`config.mk`:
```
export PLATFORM = sky130hd
export DESIGN_NAME = poe_port_restart_sequencer_flat
export DESIGN_NICKNAME = d
export VERILOG_FILES = /design/src/poe_seq_pkg.sv /design/src/poe_link_if.sv /design/src/poe_port_restart_sequencer.sv /design/src/flat_wrapper.sv
export VERILOG_INCLUDE_DIRS = /design/src
export SDC_FILE = /design/constraint.sdc
export NUM_CORES = 2
export LEC_CHECK = 0
export ABC_AREA = 1
export BUFFER_PORTS_ARGS = -buffer_cell sky130_fd_sc_hd__buf_2
export CAP_MARGIN = 20
export CORE_MARGIN = 2
export CORE_UTILIZATION = 37
export CTS_CLUSTER_DIAMETER = 100
export CTS_CLUSTER_SIZE = 25
export DETAILED_ROUTE_END_ITERATION = 8
export PLACE_DENSITY = 0.57
export SKIP_LAST_GASP = 1
export SYNTH_ARGS = -nofsm -noshare
export SYNTH_HDL_FRONTEND = slang
export SYNTH_SLANG_ARGS = --single-unit
export TNS_END_PERCENT = 30
```
`constraint.sdc`:
```
create_clock -name CLOCK -period 2.8 [get_ports CLOCK]
set_input_delay 0.28 -clock CLOCK [delete_from_list [all_inputs] [get_ports CLOCK]]
set_output_delay 0.28 -clock CLOCK [all_outputs]
set_load 0.02 [all_outputs]
```
`src/poe_seq_map.svh`:
```
// constants for the port restart sequencer and its host controller
// assumes a single 200 MHz clock shared by both ends
`ifndef POE_SEQ_MAP_SVH
`define POE_SEQ_MAP_SVH

`define NPORT            8
`define CLK_MHZ          200
`define LONG_CLASS_MS    100
`define MPS_HOLD_MS      6
`define MPS_WIN_MS       320
`define COOL_MS          1000
`define FOLDBACK_DEF     8'h40

// synchroniser lanes of the device analog status inputs
`define S_DET            0
`define S_CLS            1
`define S_STF            2
`define S_PCF            3
`define S_ILF            4
`define S_MPS            5

// host register byte offsets
`define OFS_CTRL         8'h00
`define OFS_CMD          8'h04
`define OFS_POLICE       8'h08
`define OFS_PSTAT        8'h0C
`define OFS_ISTAT        8'h10
`define OFS_IMASK        8'h14

// field positions
`define CTRL_CFG_BIT     0
`define CTRL_STRAP_LSB   4
`define CMD_DET_LSB      0
`define CMD_CLS_LSB      8
`define CMD_OFF_LSB      16
`define IST_DISC_LSB     8

`endif

```
`src/poe_seq_pkg.sv`:
```
// types shared by the sequencer and the host controller
// assumes poe_seq_map.svh for the port count
`include "poe_seq_map.svh"

package poe_seq_pkg;

  typedef enum logic [5:0] {
    ST_IDLE   = 6'h01,
    ST_DETECT = 6'h02,
    ST_CLASS  = 6'h04,
    ST_LONG   = 6'h08,
    ST_POWER  = 6'h10,
    ST_COOL   = 6'h20
  } port_state_t;

  typedef struct packed {
    port_state_t [`NPORT-1:0]        st;
    logic        [`NPORT-1:0][31:0]  tmr;
    logic        [`NPORT-1:0][31:0]  acc;
    logic        [`NPORT-1:0]        det_en;
    logic        [`NPORT-1:0]        cls_en;
    logic        [5:0][`NPORT-1:0]   s1;
    logic        [5:0][`NPORT-1:0]   s2;
    logic        [3:0]               a1;
    logic        [3:0]               a2;
    logic        [`NPORT-1:0]        fault_ev;
    logic        [`NPORT-1:0]        disc_ev;
    logic        [`NPORT-1:0]        pwr_en;
    logic        [`NPORT-1:0]        det_act;
    logic        [`NPORT-1:0]        cls_act;
    logic        [`NPORT-1:0][7:0]   lim;
    logic        [`NPORT-1:0][7:0]   pcut;
  } dev_state_t;

  typedef struct packed {
    logic [1:0]        sv1;
    logic [1:0]        sv2;
    logic              rst_n;
    logic              cfg;
    logic [3:0]        strap;
    logic [7:0]        police;
    logic [`NPORT-1:0] det_set;
    logic [`NPORT-1:0] cls_set;
    logic [`NPORT-1:0] pwr_off;
    logic [15:0]       ists;
    logic [15:0]       imask;
    logic              act;
    logic              wr;
    logic [7:0]        addr;
    logic [31:0]       rdata;
    logic              irq;
  } host_state_t;

endpackage

```
`src/poe_link_if.sv`:
```
// link between the port sequencer and the host controller
// assumes both ends run on the same clock
`timescale 1ns/1ps
`include "poe_seq_map.svh"

interface poe_link_if;
  logic              dev_rst_n;
  logic              cfg_loaded;
  logic [3:0]        strap;
  logic [7:0]        police;
  logic [`NPORT-1:0] det_set;
  logic [`NPORT-1:0] cls_set;
  logic [`NPORT-1:0] pwr_off;
  logic [`NPORT-1:0] det_en;
  logic [`NPORT-1:0] cls_en;
  logic [`NPORT-1:0] powered;
  logic [`NPORT-1:0] fault_ev;
  logic [`NPORT-1:0] disc_ev;
  logic [3:0]        dev_addr;

  modport dev (
    input  dev_rst_n, cfg_loaded, strap, police, det_set, cls_set, pwr_off,
    output det_en, cls_en, powered, fault_ev, disc_ev, dev_addr
  );

  modport host (
    output dev_rst_n, cfg_loaded, strap, police, det_set, cls_set, pwr_off,
    input  det_en, cls_en, powered, fault_ev, disc_ev, dev_addr
  );
endinterface

```
`src/poe_port_restart_sequencer.sv`:
```
// eight-port detect, classify, power and restart sequencer
// assumes host commands arrive as one-cycle pulses on the link clock
// and analog status inputs arrive asynchronously from the port front end
`timescale 1ns/1ps
`include "poe_seq_map.svh"

// Operation
// power down on off, disconnect, fault
// disconnect restarts cycles when enables set
// fault enters cool-down, holds enable commands
// cool-down end restarts per enable bits
// power-off clears both enables; host re-sets
// detect, classify, 100 ms step, then power
// monitor signature, remove power on disconnect
// keep power on 6 ms per 320 ms
// powered port applies foldback and policing
// reset held until both supplies valid
// address from four strap pins, unique
// host programs memory and initial config; here no memory, only the CTRL config-loaded flag and strap
// cool-down and foldback parameterised, per port; here one COOL_CYC and FOLDBACK_LIMIT for all ports
module poe_port_restart_sequencer #(
  parameter int unsigned LONG_CLASS_CYC = `LONG_CLASS_MS * `CLK_MHZ * 1000,
  parameter int unsigned MPS_HOLD_CYC   = `MPS_HOLD_MS * `CLK_MHZ * 1000,
  parameter int unsigned MPS_WIN_CYC    = `MPS_WIN_MS * `CLK_MHZ * 1000,
  parameter int unsigned COOL_CYC       = `COOL_MS * `CLK_MHZ * 1000,
  parameter logic [7:0]  FOLDBACK_LIMIT = `FOLDBACK_DEF
) (
  input  wire logic                   CLOCK,
  input  wire logic                   NRST,
  poe_link_if.dev                     LINK,
  input  wire logic [`NPORT-1:0]      DET_VALID,
  input  wire logic [`NPORT-1:0]      CLS_DONE,
  input  wire logic [`NPORT-1:0]      START_FAULT,
  input  wire logic [`NPORT-1:0]      POLICING_FAULT,
  input  wire logic [`NPORT-1:0]      CURRENT_LIMIT_FAULT,
  input  wire logic [`NPORT-1:0]      MPS_PRESENT,
  output logic      [`NPORT-1:0]      PORT_POWER_EN,
  output logic      [`NPORT-1:0]      DETECT_ACTIVE,
  output logic      [`NPORT-1:0]      CLASS_ACTIVE,
  output logic      [`NPORT-1:0][7:0] FOLDBACK_OUT,
  output logic      [`NPORT-1:0][7:0] POLICING_OUT,
  output logic      [3:0]             I2C_ADDR
);
  import poe_seq_pkg::*;

  dev_state_t q;
  dev_state_t n;
  logic [`NPORT-1:0] fault;
  logic [`NPORT-1:0] mps_now;

  always_comb begin
    n = q;
    n.s1 = {MPS_PRESENT, CURRENT_LIMIT_FAULT, POLICING_FAULT,
            START_FAULT, CLS_DONE, DET_VALID};
    n.s2 = q.s1;
    // address strap
    n.a1 = LINK.strap;
    n.a2 = q.a1;
    n.fault_ev = '0;
    n.disc_ev = '0;
    fault = '0;
    mps_now = '0;
    for (int p = 0; p < `NPORT; p++) begin
      fault[p] = q.s2[`S_STF][p] | q.s2[`S_PCF][p] | q.s2[`S_ILF][p];
      mps_now[p] = q.s2[`S_MPS][p];
      // off clears enables
      if (LINK.pwr_off[p]) begin
        n.det_en[p] = 1'b0;
        n.cls_en[p] = 1'b0;
      end
      // a set in the same cycle as an off wins, so no command is lost
      if (LINK.det_set[p]) begin
        n.det_en[p] = 1'b1;
      end
      if (LINK.cls_set[p]) begin
        n.cls_en[p] = 1'b1;
      end
      case (q.st[p])
        ST_IDLE: begin
          // wait for host config
          if (LINK.cfg_loaded && !LINK.pwr_off[p]) begin
            // restart after disconnect
            if (q.det_en[p]) begin
              n.st[p] = ST_DETECT;
            end else if (q.cls_en[p]) begin
              n.st[p] = ST_CLASS;
            end
          end
        end
        ST_DETECT: begin
          // detection first
          if (LINK.pwr_off[p]) begin
            n.st[p] = ST_IDLE;
          end else if (q.s2[`S_DET][p]) begin
            n.st[p] = q.cls_en[p] ? ST_CLASS : ST_IDLE;
          end
        end
        ST_CLASS: begin
          if (LINK.pwr_off[p]) begin
            n.st[p] = ST_IDLE;
          end else if (q.s2[`S_CLS][p]) begin
            n.st[p] = ST_LONG;
            n.tmr[p] = '0;
          end
        end
        ST_LONG: begin
          // long final class step
          n.tmr[p] = q.tmr[p] + 32'h1;
          if (LINK.pwr_off[p]) begin
            n.st[p] = ST_IDLE;
          end else if (q.tmr[p] == 32'(LONG_CLASS_CYC - 1)) begin
            n.tmr[p] = '0;
            n.acc[p] = '0;
            n.st[p] = q.det_en[p] ? ST_POWER : ST_IDLE;
          end
        end
        ST_POWER: begin
          n.tmr[p] = q.tmr[p] + 32'h1;
          if (mps_now[p] && q.acc[p] < 32'(MPS_HOLD_CYC)) begin
            n.acc[p] = q.acc[p] + 32'h1;
          end
          if (LINK.pwr_off[p]) begin
            // host power-off
            n.st[p] = ST_IDLE;
          end else if (fault[p]) begin
            // fault starts cool-down
            n.st[p] = ST_COOL;
            n.tmr[p] = '0;
            n.fault_ev[p] = 1'b1;
          end else if (q.tmr[p] == 32'(MPS_WIN_CYC - 1)) begin
            // hold within window; the last sample counts too
            n.tmr[p] = '0;
            if (n.acc[p] < 32'(MPS_HOLD_CYC)) begin
              // signature lost
              n.st[p] = ST_IDLE;
              n.disc_ev[p] = 1'b1;
            end
            n.acc[p] = '0;
          end
        end
        ST_COOL: begin
          // per-port cool-down
          n.tmr[p] = q.tmr[p] + 32'h1;
          if (q.tmr[p] == 32'(COOL_CYC - 1)) begin
            // restart from stored enables
            n.tmr[p] = '0;
            n.st[p] = ST_IDLE;
          end
        end
        default: begin
          n.st[p] = ST_IDLE;
        end
      endcase
      n.pwr_en[p] = (n.st[p] == ST_POWER);
      n.det_act[p] = (n.st[p] == ST_DETECT);
      n.cls_act[p] = (n.st[p] == ST_CLASS) || (n.st[p] == ST_LONG);
      // foldback with policing
      n.lim[p] = n.pwr_en[p] ? FOLDBACK_LIMIT : 8'h00;
      n.pcut[p] = n.pwr_en[p] ? LINK.police : 8'h00;
    end
    // held while supplies low
    if (!LINK.dev_rst_n) begin
      n = '0;
    end
  end

  always_ff @(posedge CLOCK or negedge NRST) begin
    if (!NRST) begin
      q <= '0;
    end else begin
      q <= n;
    end
  end

  assign LINK.det_en   = q.det_en;
  assign LINK.cls_en   = q.cls_en;
  assign LINK.powered  = q.pwr_en;
  assign LINK.fault_ev = q.fault_ev;
  assign LINK.disc_ev  = q.disc_ev;
  assign LINK.dev_addr = q.a2;
  assign PORT_POWER_EN = q.pwr_en;
  assign DETECT_ACTIVE = q.det_act;
  assign CLASS_ACTIVE  = q.cls_act;
  assign FOLDBACK_OUT  = q.lim;
  assign POLICING_OUT  = q.pcut;
  assign I2C_ADDR      = q.a2;

endmodule

```
`src/flat_wrapper.sv`:
```
// flat-port wrapper written by rule: the top's interface ports become plain ports
module poe_port_restart_sequencer_flat import poe_seq_pkg::*;
#(
  parameter int unsigned LONG_CLASS_CYC = `LONG_CLASS_MS * `CLK_MHZ * 1000,
  parameter int unsigned MPS_HOLD_CYC   = `MPS_HOLD_MS * `CLK_MHZ * 1000,
  parameter int unsigned MPS_WIN_CYC    = `MPS_WIN_MS * `CLK_MHZ * 1000,
  parameter int unsigned COOL_CYC       = `COOL_MS * `CLK_MHZ * 1000,
  parameter logic [7:0]  FOLDBACK_LIMIT = `FOLDBACK_DEF
)
  (CLOCK, NRST, DET_VALID, CLS_DONE, START_FAULT, POLICING_FAULT, CURRENT_LIMIT_FAULT, MPS_PRESENT, PORT_POWER_EN, DETECT_ACTIVE, CLASS_ACTIVE, FOLDBACK_OUT, POLICING_OUT, I2C_ADDR, LINK_dev_rst_n, LINK_cfg_loaded, LINK_strap, LINK_police, LINK_det_set, LINK_cls_set, LINK_pwr_off, LINK_det_en, LINK_cls_en, LINK_powered, LINK_fault_ev, LINK_disc_ev, LINK_dev_addr);
  poe_link_if LINK_i ();
  input  wire logic CLOCK;
  input  wire logic NRST;
  input  wire logic [`NPORT-1:0] DET_VALID;
  input  wire logic [`NPORT-1:0] CLS_DONE;
  input  wire logic [`NPORT-1:0] START_FAULT;
  input  wire logic [`NPORT-1:0] POLICING_FAULT;
  input  wire logic [`NPORT-1:0] CURRENT_LIMIT_FAULT;
  input  wire logic [`NPORT-1:0] MPS_PRESENT;
  output logic      [`NPORT-1:0] PORT_POWER_EN;
  output logic      [`NPORT-1:0] DETECT_ACTIVE;
  output logic      [`NPORT-1:0] CLASS_ACTIVE;
  output logic      [`NPORT-1:0][7:0] FOLDBACK_OUT;
  output logic      [`NPORT-1:0][7:0] POLICING_OUT;
  output logic      [3:0] I2C_ADDR;
  input wire logic [$bits(LINK_i.dev_rst_n)-1:0] LINK_dev_rst_n;
  input wire logic [$bits(LINK_i.cfg_loaded)-1:0] LINK_cfg_loaded;
  input wire logic [$bits(LINK_i.strap)-1:0] LINK_strap;
  input wire logic [$bits(LINK_i.police)-1:0] LINK_police;
  input wire logic [$bits(LINK_i.det_set)-1:0] LINK_det_set;
  input wire logic [$bits(LINK_i.cls_set)-1:0] LINK_cls_set;
  input wire logic [$bits(LINK_i.pwr_off)-1:0] LINK_pwr_off;
  output wire logic [$bits(LINK_i.det_en)-1:0] LINK_det_en;
  output wire logic [$bits(LINK_i.cls_en)-1:0] LINK_cls_en;
  output wire logic [$bits(LINK_i.powered)-1:0] LINK_powered;
  output wire logic [$bits(LINK_i.fault_ev)-1:0] LINK_fault_ev;
  output wire logic [$bits(LINK_i.disc_ev)-1:0] LINK_disc_ev;
  output wire logic [$bits(LINK_i.dev_addr)-1:0] LINK_dev_addr;
  assign LINK_i.dev_rst_n = LINK_dev_rst_n;
  assign LINK_i.cfg_loaded = LINK_cfg_loaded;
  assign LINK_i.strap = LINK_strap;
  assign LINK_i.police = LINK_police;
  assign LINK_i.det_set = LINK_det_set;
  assign LINK_i.cls_set = LINK_cls_set;
  assign LINK_i.pwr_off = LINK_pwr_off;
  assign LINK_det_en = LINK_i.det_en;
  assign LINK_cls_en = LINK_i.cls_en;
  assign LINK_powered = LINK_i.powered;
  assign LINK_fault_ev = LINK_i.fault_ev;
  assign LINK_disc_ev = LINK_i.disc_ev;
  assign LINK_dev_addr = LINK_i.dev_addr;
  poe_port_restart_sequencer #(.LONG_CLASS_CYC(LONG_CLASS_CYC), .MPS_HOLD_CYC(MPS_HOLD_CYC), .MPS_WIN_CYC(MPS_WIN_CYC), .COOL_CYC(COOL_CYC), .FOLDBACK_LIMIT(FOLDBACK_LIMIT)) u_core (.CLOCK(CLOCK), .NRST(NRST), .LINK(LINK_i), .DET_VALID(DET_VALID), .CLS_DONE(CLS_DONE), .START_FAULT(START_FAULT), .POLICING_FAULT(POLICING_FAULT), .CURRENT_LIMIT_FAULT(CURRENT_LIMIT_FAULT), .MPS_PRESENT(MPS_PRESENT), .PORT_POWER_EN(PORT_POWER_EN), .DETECT_ACTIVE(DETECT_ACTIVE), .CLASS_ACTIVE(CLASS_ACTIVE), .FOLDBACK_OUT(FOLDBACK_OUT), .POLICING_OUT(POLICING_OUT), .I2C_ADDR(I2C_ADDR));
endmodule
```
==> Yosys cells after proc, flatten, opt, wreduce, memory -nomap -nowiden <==
Cells that the tools add are included.
{ "op_classes": {"addsub": 16, "magnitude_cmp": 16, "eq_ne": 168, "muxes": 377, "n_bitwise": 16, "reduce_logical": 48} }
{ "ops": {"columns": ["operator", "count"], "rows": [
  ["$mux W32", 120],
  ["$pmux W32 S4", 8],
  ["$mux W848", 1],
  ["$mux W6", 112],
  ["$add A32 B1 Y32 const B", 16],
  ["$lt A32 B21 Y1 const B", 16],
  ["$pmux W32 S2", 8],
  ["$pmux W6 S6", 8],
  ["$eq A32 B25 Y1 const B", 8],
  ["$eq A32 B26 Y1 const B", 8],
  ["$eq A32 B28 Y1 const B", 8],
  ["$eq A6 B2 Y1 const B", 16],
  ["$eq A6 B3 Y1 const B", 16],
  ["$eq A6 B4 Y1 const B", 16],
  ["$eq A6 B5 Y1 const B", 16],
  ["$mux W1", 88],
  ["$ne A3 B1 Y1 const B", 24],
  ["$mux W8", 8],
  ["$mux W7", 8],
  ["$eq A6 B1 Y1 const B", 8],
  ["$eq A6 B6 Y1 const B", 8],
  ["$ne A3 B2 Y1 const B", 16],
  ["$ne A3 B3 Y1 const B", 16],
  ["$reduce_and A3 Y1", 16],
  ["7 further kinds", 72]
]} }
{ "totals": {"regBits": 848, "input_bits": 88, "out_inout_bits": 200, "wordCells": 716} }

==> Logic depth before layout (Yosys ltp) <==
{ "logic_depth": {"depth_word": 13, "depth_mapped": 21, "mapped_depth_nobuf": 20} }

==> Worst setup path after synthesis <==
OpenSTA, ideal clock, no wires.
{ "synth_path": {"kind": "reg-to-reg", "startpoint": "register u_core.q[768] in the netlist's numbering", "endpoint": "register u_core.q[790] in the netlist's numbering", "t_arrival_ps": 2107, "setup_slack_ps": 574, "path_stages_with_launch": 17, "n_path_buf": 1, "synth_period_minus_slack_ps": 2226, "path_cell_list": "dfrtp_1 > ha_1 > nand2_1 > nor2_2 > nand3_1 > nor2_2 > nand2_1 > nor4_2 > nand2_1 > nand2_1 > nand3_1 > nand3_2 > nand2_2 > inv_1 > buf_4 > a21oi_1 > o21a_1"} }
{ "synth_between": {"elab_chain_len": 6} }
{ "synth_lines": {"columns": ["element", "line_no", "source"], "rows": [
  ["start, declared", "poe_port_restart_sequencer.sv:46", "dev_state_t q;"],
  ["start signal, assigned", "poe_port_restart_sequencer.sv:171", "q <= n;"],
  ["$add A32 B1 Y32 / $eq A32 B26 Y1 (equally long branches)", null, null],
  ["$mux W32", "poe_port_restart_sequencer.sv:130", "end else if (q.tmr[p] == 32'(MPS_WIN_CYC - 1)) begin"],
  ["$mux W32", "poe_port_restart_sequencer.sv:125", "end else if (fault[p]) begin"],
  ["$mux W32", "poe_port_restart_sequencer.sv:122", "if (LINK.pwr_off[p]) begin"],
  ["$pmux W32 S4 (*)", "poe_port_restart_sequencer.sv:78", "case (q.st[p])"],
  ["$mux W848 (*)", "poe_port_restart_sequencer.sv:162", "if (!LINK.dev_rst_n) begin"]
]} }
Mark *: on every way between the ends. The rest lies on a longest branch, timed or not.
A chain may end at the register's enable or synchronous reset.

==> Worst setup path after layout <==
{ "layout_path": {"startpoint": "register u_core.q[704] in the netlist's numbering", "endpoint": "register u_core.q[477] in the netlist's numbering"} }
{ "layout_between": {"elab_chain_len": 6} }
{ "layout_lines": {"columns": ["element", "line_no"], "rows": [
  ["$eq A32 B26 Y1", "poe_port_restart_sequencer.sv:130"],
  ["$mux W32", "poe_port_restart_sequencer.sv:130"],
  ["$mux W32", "poe_port_restart_sequencer.sv:125"],
  ["$mux W32", "poe_port_restart_sequencer.sv:122"],
  ["$pmux W32 S2", "poe_port_restart_sequencer.sv:78"],
  ["$mux W848", "poe_port_restart_sequencer.sv:162"]
]} }
Several ways; a longest one is shown, not always the timed one.

==> flow_summary.json <==
{
  "seq_area_frac_synth_pct": 43.9,
  "grt_max_degree": 99,
  "critPathArrivalTime_ns": 3.26,
  "regArea_um2": 19600,
  "synth_edf_count": 0,
  "io_buffers": 231,
  "vias": 39400,
  "synth_compound_area_share_pct": 9.18,
  "maxCapViolCount": 0,
  "grt_pass1_vias": 37500,
  "whs_ns": 0.0767,
  "grt_usage_pct": 19.8,
  "post-route-min-period_ns": 2.70,
  "insertion_delay_ns": 0.67,
  "ir_drop_mv": 0.347,
  "clockBufferDepth": 3,
  "clock_sinks": 784,
  "p_leak_nw": 23.9,
  "multi_input_area_um2": 20200,
  "yosys_warnings": 0,
  "drt-vias-per-instance": 5.00,
  "yosys-top-cells-area": "dfrtp_1, nand2_1, inv_1",
  "yosysTopAreaCell": "dfrtp_1",
  "yosys.area_share.simple_pct": 30.8,
  "drc": 0,
  "yosys.cell_count.top_type": "nand2_1",
  "drt_iter0_drc": 3131,
  "wl_per_cell_um": 15.8,
  "hp-class": "in -> reg",
  "final-instance-count-excl-fill": 7880,
  "crit_type": "reg -> reg",
  "hpwl_mm": 92.2,
  "finClkSkew_ns": 0.0384,
  "yosysUniqueCellTypes": 74,
  "synth.top_cell.area_share_pct": 43.9,
  "die_h_um": 352,
  "layout-drive-gt1-share_pct": 11.4,
  "ff2ff_setup_slack_ns": 0.1,
  "cp_num_buf_inv": 2,
  "rsz0062_at_grt": "true",
  "cp-start-kind": "flop",
  "final_core_util_pct": 42.0,
  "p_per_area_nw_per_um2": 410,
  "place.gp.congestion": 0.935,
  "root_buffer": "clkbuf_16",
  "ant_nets": 0,
  "die-area_um2": 124000,
  "syn_area_per_cell_um2": 7.50,
  "maxSlewHeadroom_pct": 27.0,
  "total_power_mw": 20.6,
  "timing.final.crit_share_pct": 96.5,
  "hold_viol": 0,
  "worstPathCellList": "ha_1 -> nand3_1 -> nor3_2 -> nand2_1 -> nor2_1 -> nand2_1 -> nand2_1 -> a31oi_1 -> inv_1 -> buf_12 -> a21boi_0",
  "muxShareOfSynthArea_pct": 0.0671,
  "cts_buffers": 43,
  "syn_inst": 5963,
  "endpoint_kind": "flop",
  "drt-total-wl_mm": 124,
  "clkTransAtPathRegs_ns": 0.09,
  "placed_cells_incl_taps": 7710,
  "slowest_delay_ns": 0.73,
  "fmax_ghz": 0.370,
  "crit_family": "compound AO/OA/AOI/OAI gates",
  "coreArea_um2": 120000,
  "async_reset_ff_share_pct": 100,
  "final_nets": 6345,
  "tritoncts": "yes",
  "status": "finished, final reports clean",
  "dieWidth_um": 352,
  "synth_xor_area_share_pct": 3.56,
  "synth_common_cells": "nand2_1, inv_1, nor2_1",
  "cp_common_cell": "nand2_1",
  "fillCellCount": 12300,
  "crit_fanout": 29,
  "worstMarginPinSlew_ns": 1.09,
  "synthAdderAreaFrac_pct": 0.448,
  "area_growth_pct": 12.5,
  "required_ns": 3.36,
  "cp_slowest_cell": "a31oi_1",
  "syn_area_um2": 44700,
  "synth-seq-cells": 784,
  "start_util_pct": 37.3,
  "setup_viol": 0,
  "finalSetupTns_ns": 0,
  "firstDrtPassIters": 5,
  "rows": 127,
  "antenna_found_initial": 5,
  "synth_ff_type": "dfrtp_1",
  "h-tree-depth": 2,
  "grt_pass1_wl_mm": 200,
  "slew_violations": 0,
  "synth_top_family_by_area": "simple AND/OR/NAND/NOR gates",
  "grt_overflow_total": 0,
  "ioPinCount": 288
}
==> metal layers <==
layer  vias to the layer above  track usage (%)  wire length, um
met5                         -                0                0
met4                         0             4.20             2280
met3                       118             2.28             6020
met2                       933             31.7            55700
met1                     18700             28.8            60300
li1                      19600                -                -
==> cells in the final DEF (no fill, tap or decap), types with 21 or more instances in the layout <==
cell type      netlist  routed
nor2_2              25      37
o22ai_1             97      97
clkbuf_16            0      44
o21ai_0            176     168
buf_4              206     177
conb_1               1      56
nor3_2              18      21
inv_1              829     827
o21ai_1             27      34
buf_12               0      25
a21boi_0            32      32
buf_2               36     229
nand2_1           1203    1200
nand2_2             28      29
dlygate4sd3_1        0      76
o21a_1              25      25
nor3_1             272     267
nor2_1             789     774
nand3_1            374     371
xnor2_1             22      22
nand4_1            162     162
inv_2               28      24
nor4_1              96      89
dfrtp_1            784     783
a21oi_1            258     256
xor2_1             160     160
==> metrics by stage <==
stage                     setup WS (ns)  cell area [um2]
after floorplan                   0.574            44900
after global placement           0.0585            47700
after detailed placement         0.0514            47700
after CTS                        0.0146            49900
after global routing             -0.130            50300
final                            0.0991            50300
==> flip-flops by register name (all words and copies together), names as in the netlist, 7 cells and up <==
name,flops
u_core.LINK.fault_ev,8
u_core.LINK.disc_ev,8
u_core.q,652
u_core.POLICING_OUT,64
u_core.CLASS_ACTIVE,8
u_core.DETECT_ACTIVE,8
u_core.LINK.cls_en,8
u_core.LINK.powered,7
u_core.mps_now,8
u_core.LINK.det_en,8
==> power breakdown <==
part / switching (mW) / internal, mW / total, mW
clock: 4.27 / 3.28 / 7.55
combinational: 1.10 / 0.479 / 1.58
sequential: 0.0820 / 11.4 / 11.5
total: 5.45 / 15.2 / 20.6
==> worst register-to-register path, delay by kind of cell (launching register included) <==
kind            cells  cell delay, ns
fa+ha+maj           1            0.25
flops               1            0.43
compound gates      2            0.91
simple gates        6            0.61
buf+inv             2            0.42
==> worst paths after layout <==
path	from	end	cells after the start
worst min register to register	u_core.q[230]	u_core.q[182]	2
max in group asynchronous	NRST	u_core.q[233]	4
worst min-delay path	LINK_pwr_off[7]	u_core.q[845]	4
min in group asynchronous	NRST	u_core.q[489]	2
worst max register to register	u_core.q[704]	u_core.q[477]	11
worst max-delay path	u_core.q[704]	u_core.q[477]	11
==> area by class of cell <==
class / count / area share [%]
antenna: 2 / 0.00994
clock buffer: 49 / 2.28
clock inverter: 21 / 0.530
inverter: 867 / 6.51
multi-input combinational: 4033 / 40.1
sequential: 784 / 39.0
tap: 1612 / 4.01
timing repair buffer: 511 / 7.52
timing repair inverter: 1 / 0.00994
==> what timing repair did <==
action	in CTS	in global routing
buffers inserted	0	20
hold buffers	76	0
gates resized for setup	0	78
endpoints found under the hold margin	311	0
endpoints found under the setup margin	0	363
==> cells by family after synthesis <==
group           after synthesis
mux                           3
flops                       784
compound gates              708
fa+ha+maj                    16
simple gates               3067
xor+xnor                    182
buf+inv                    1202
other cells                   1
Power figures use the tool's default switching activity.
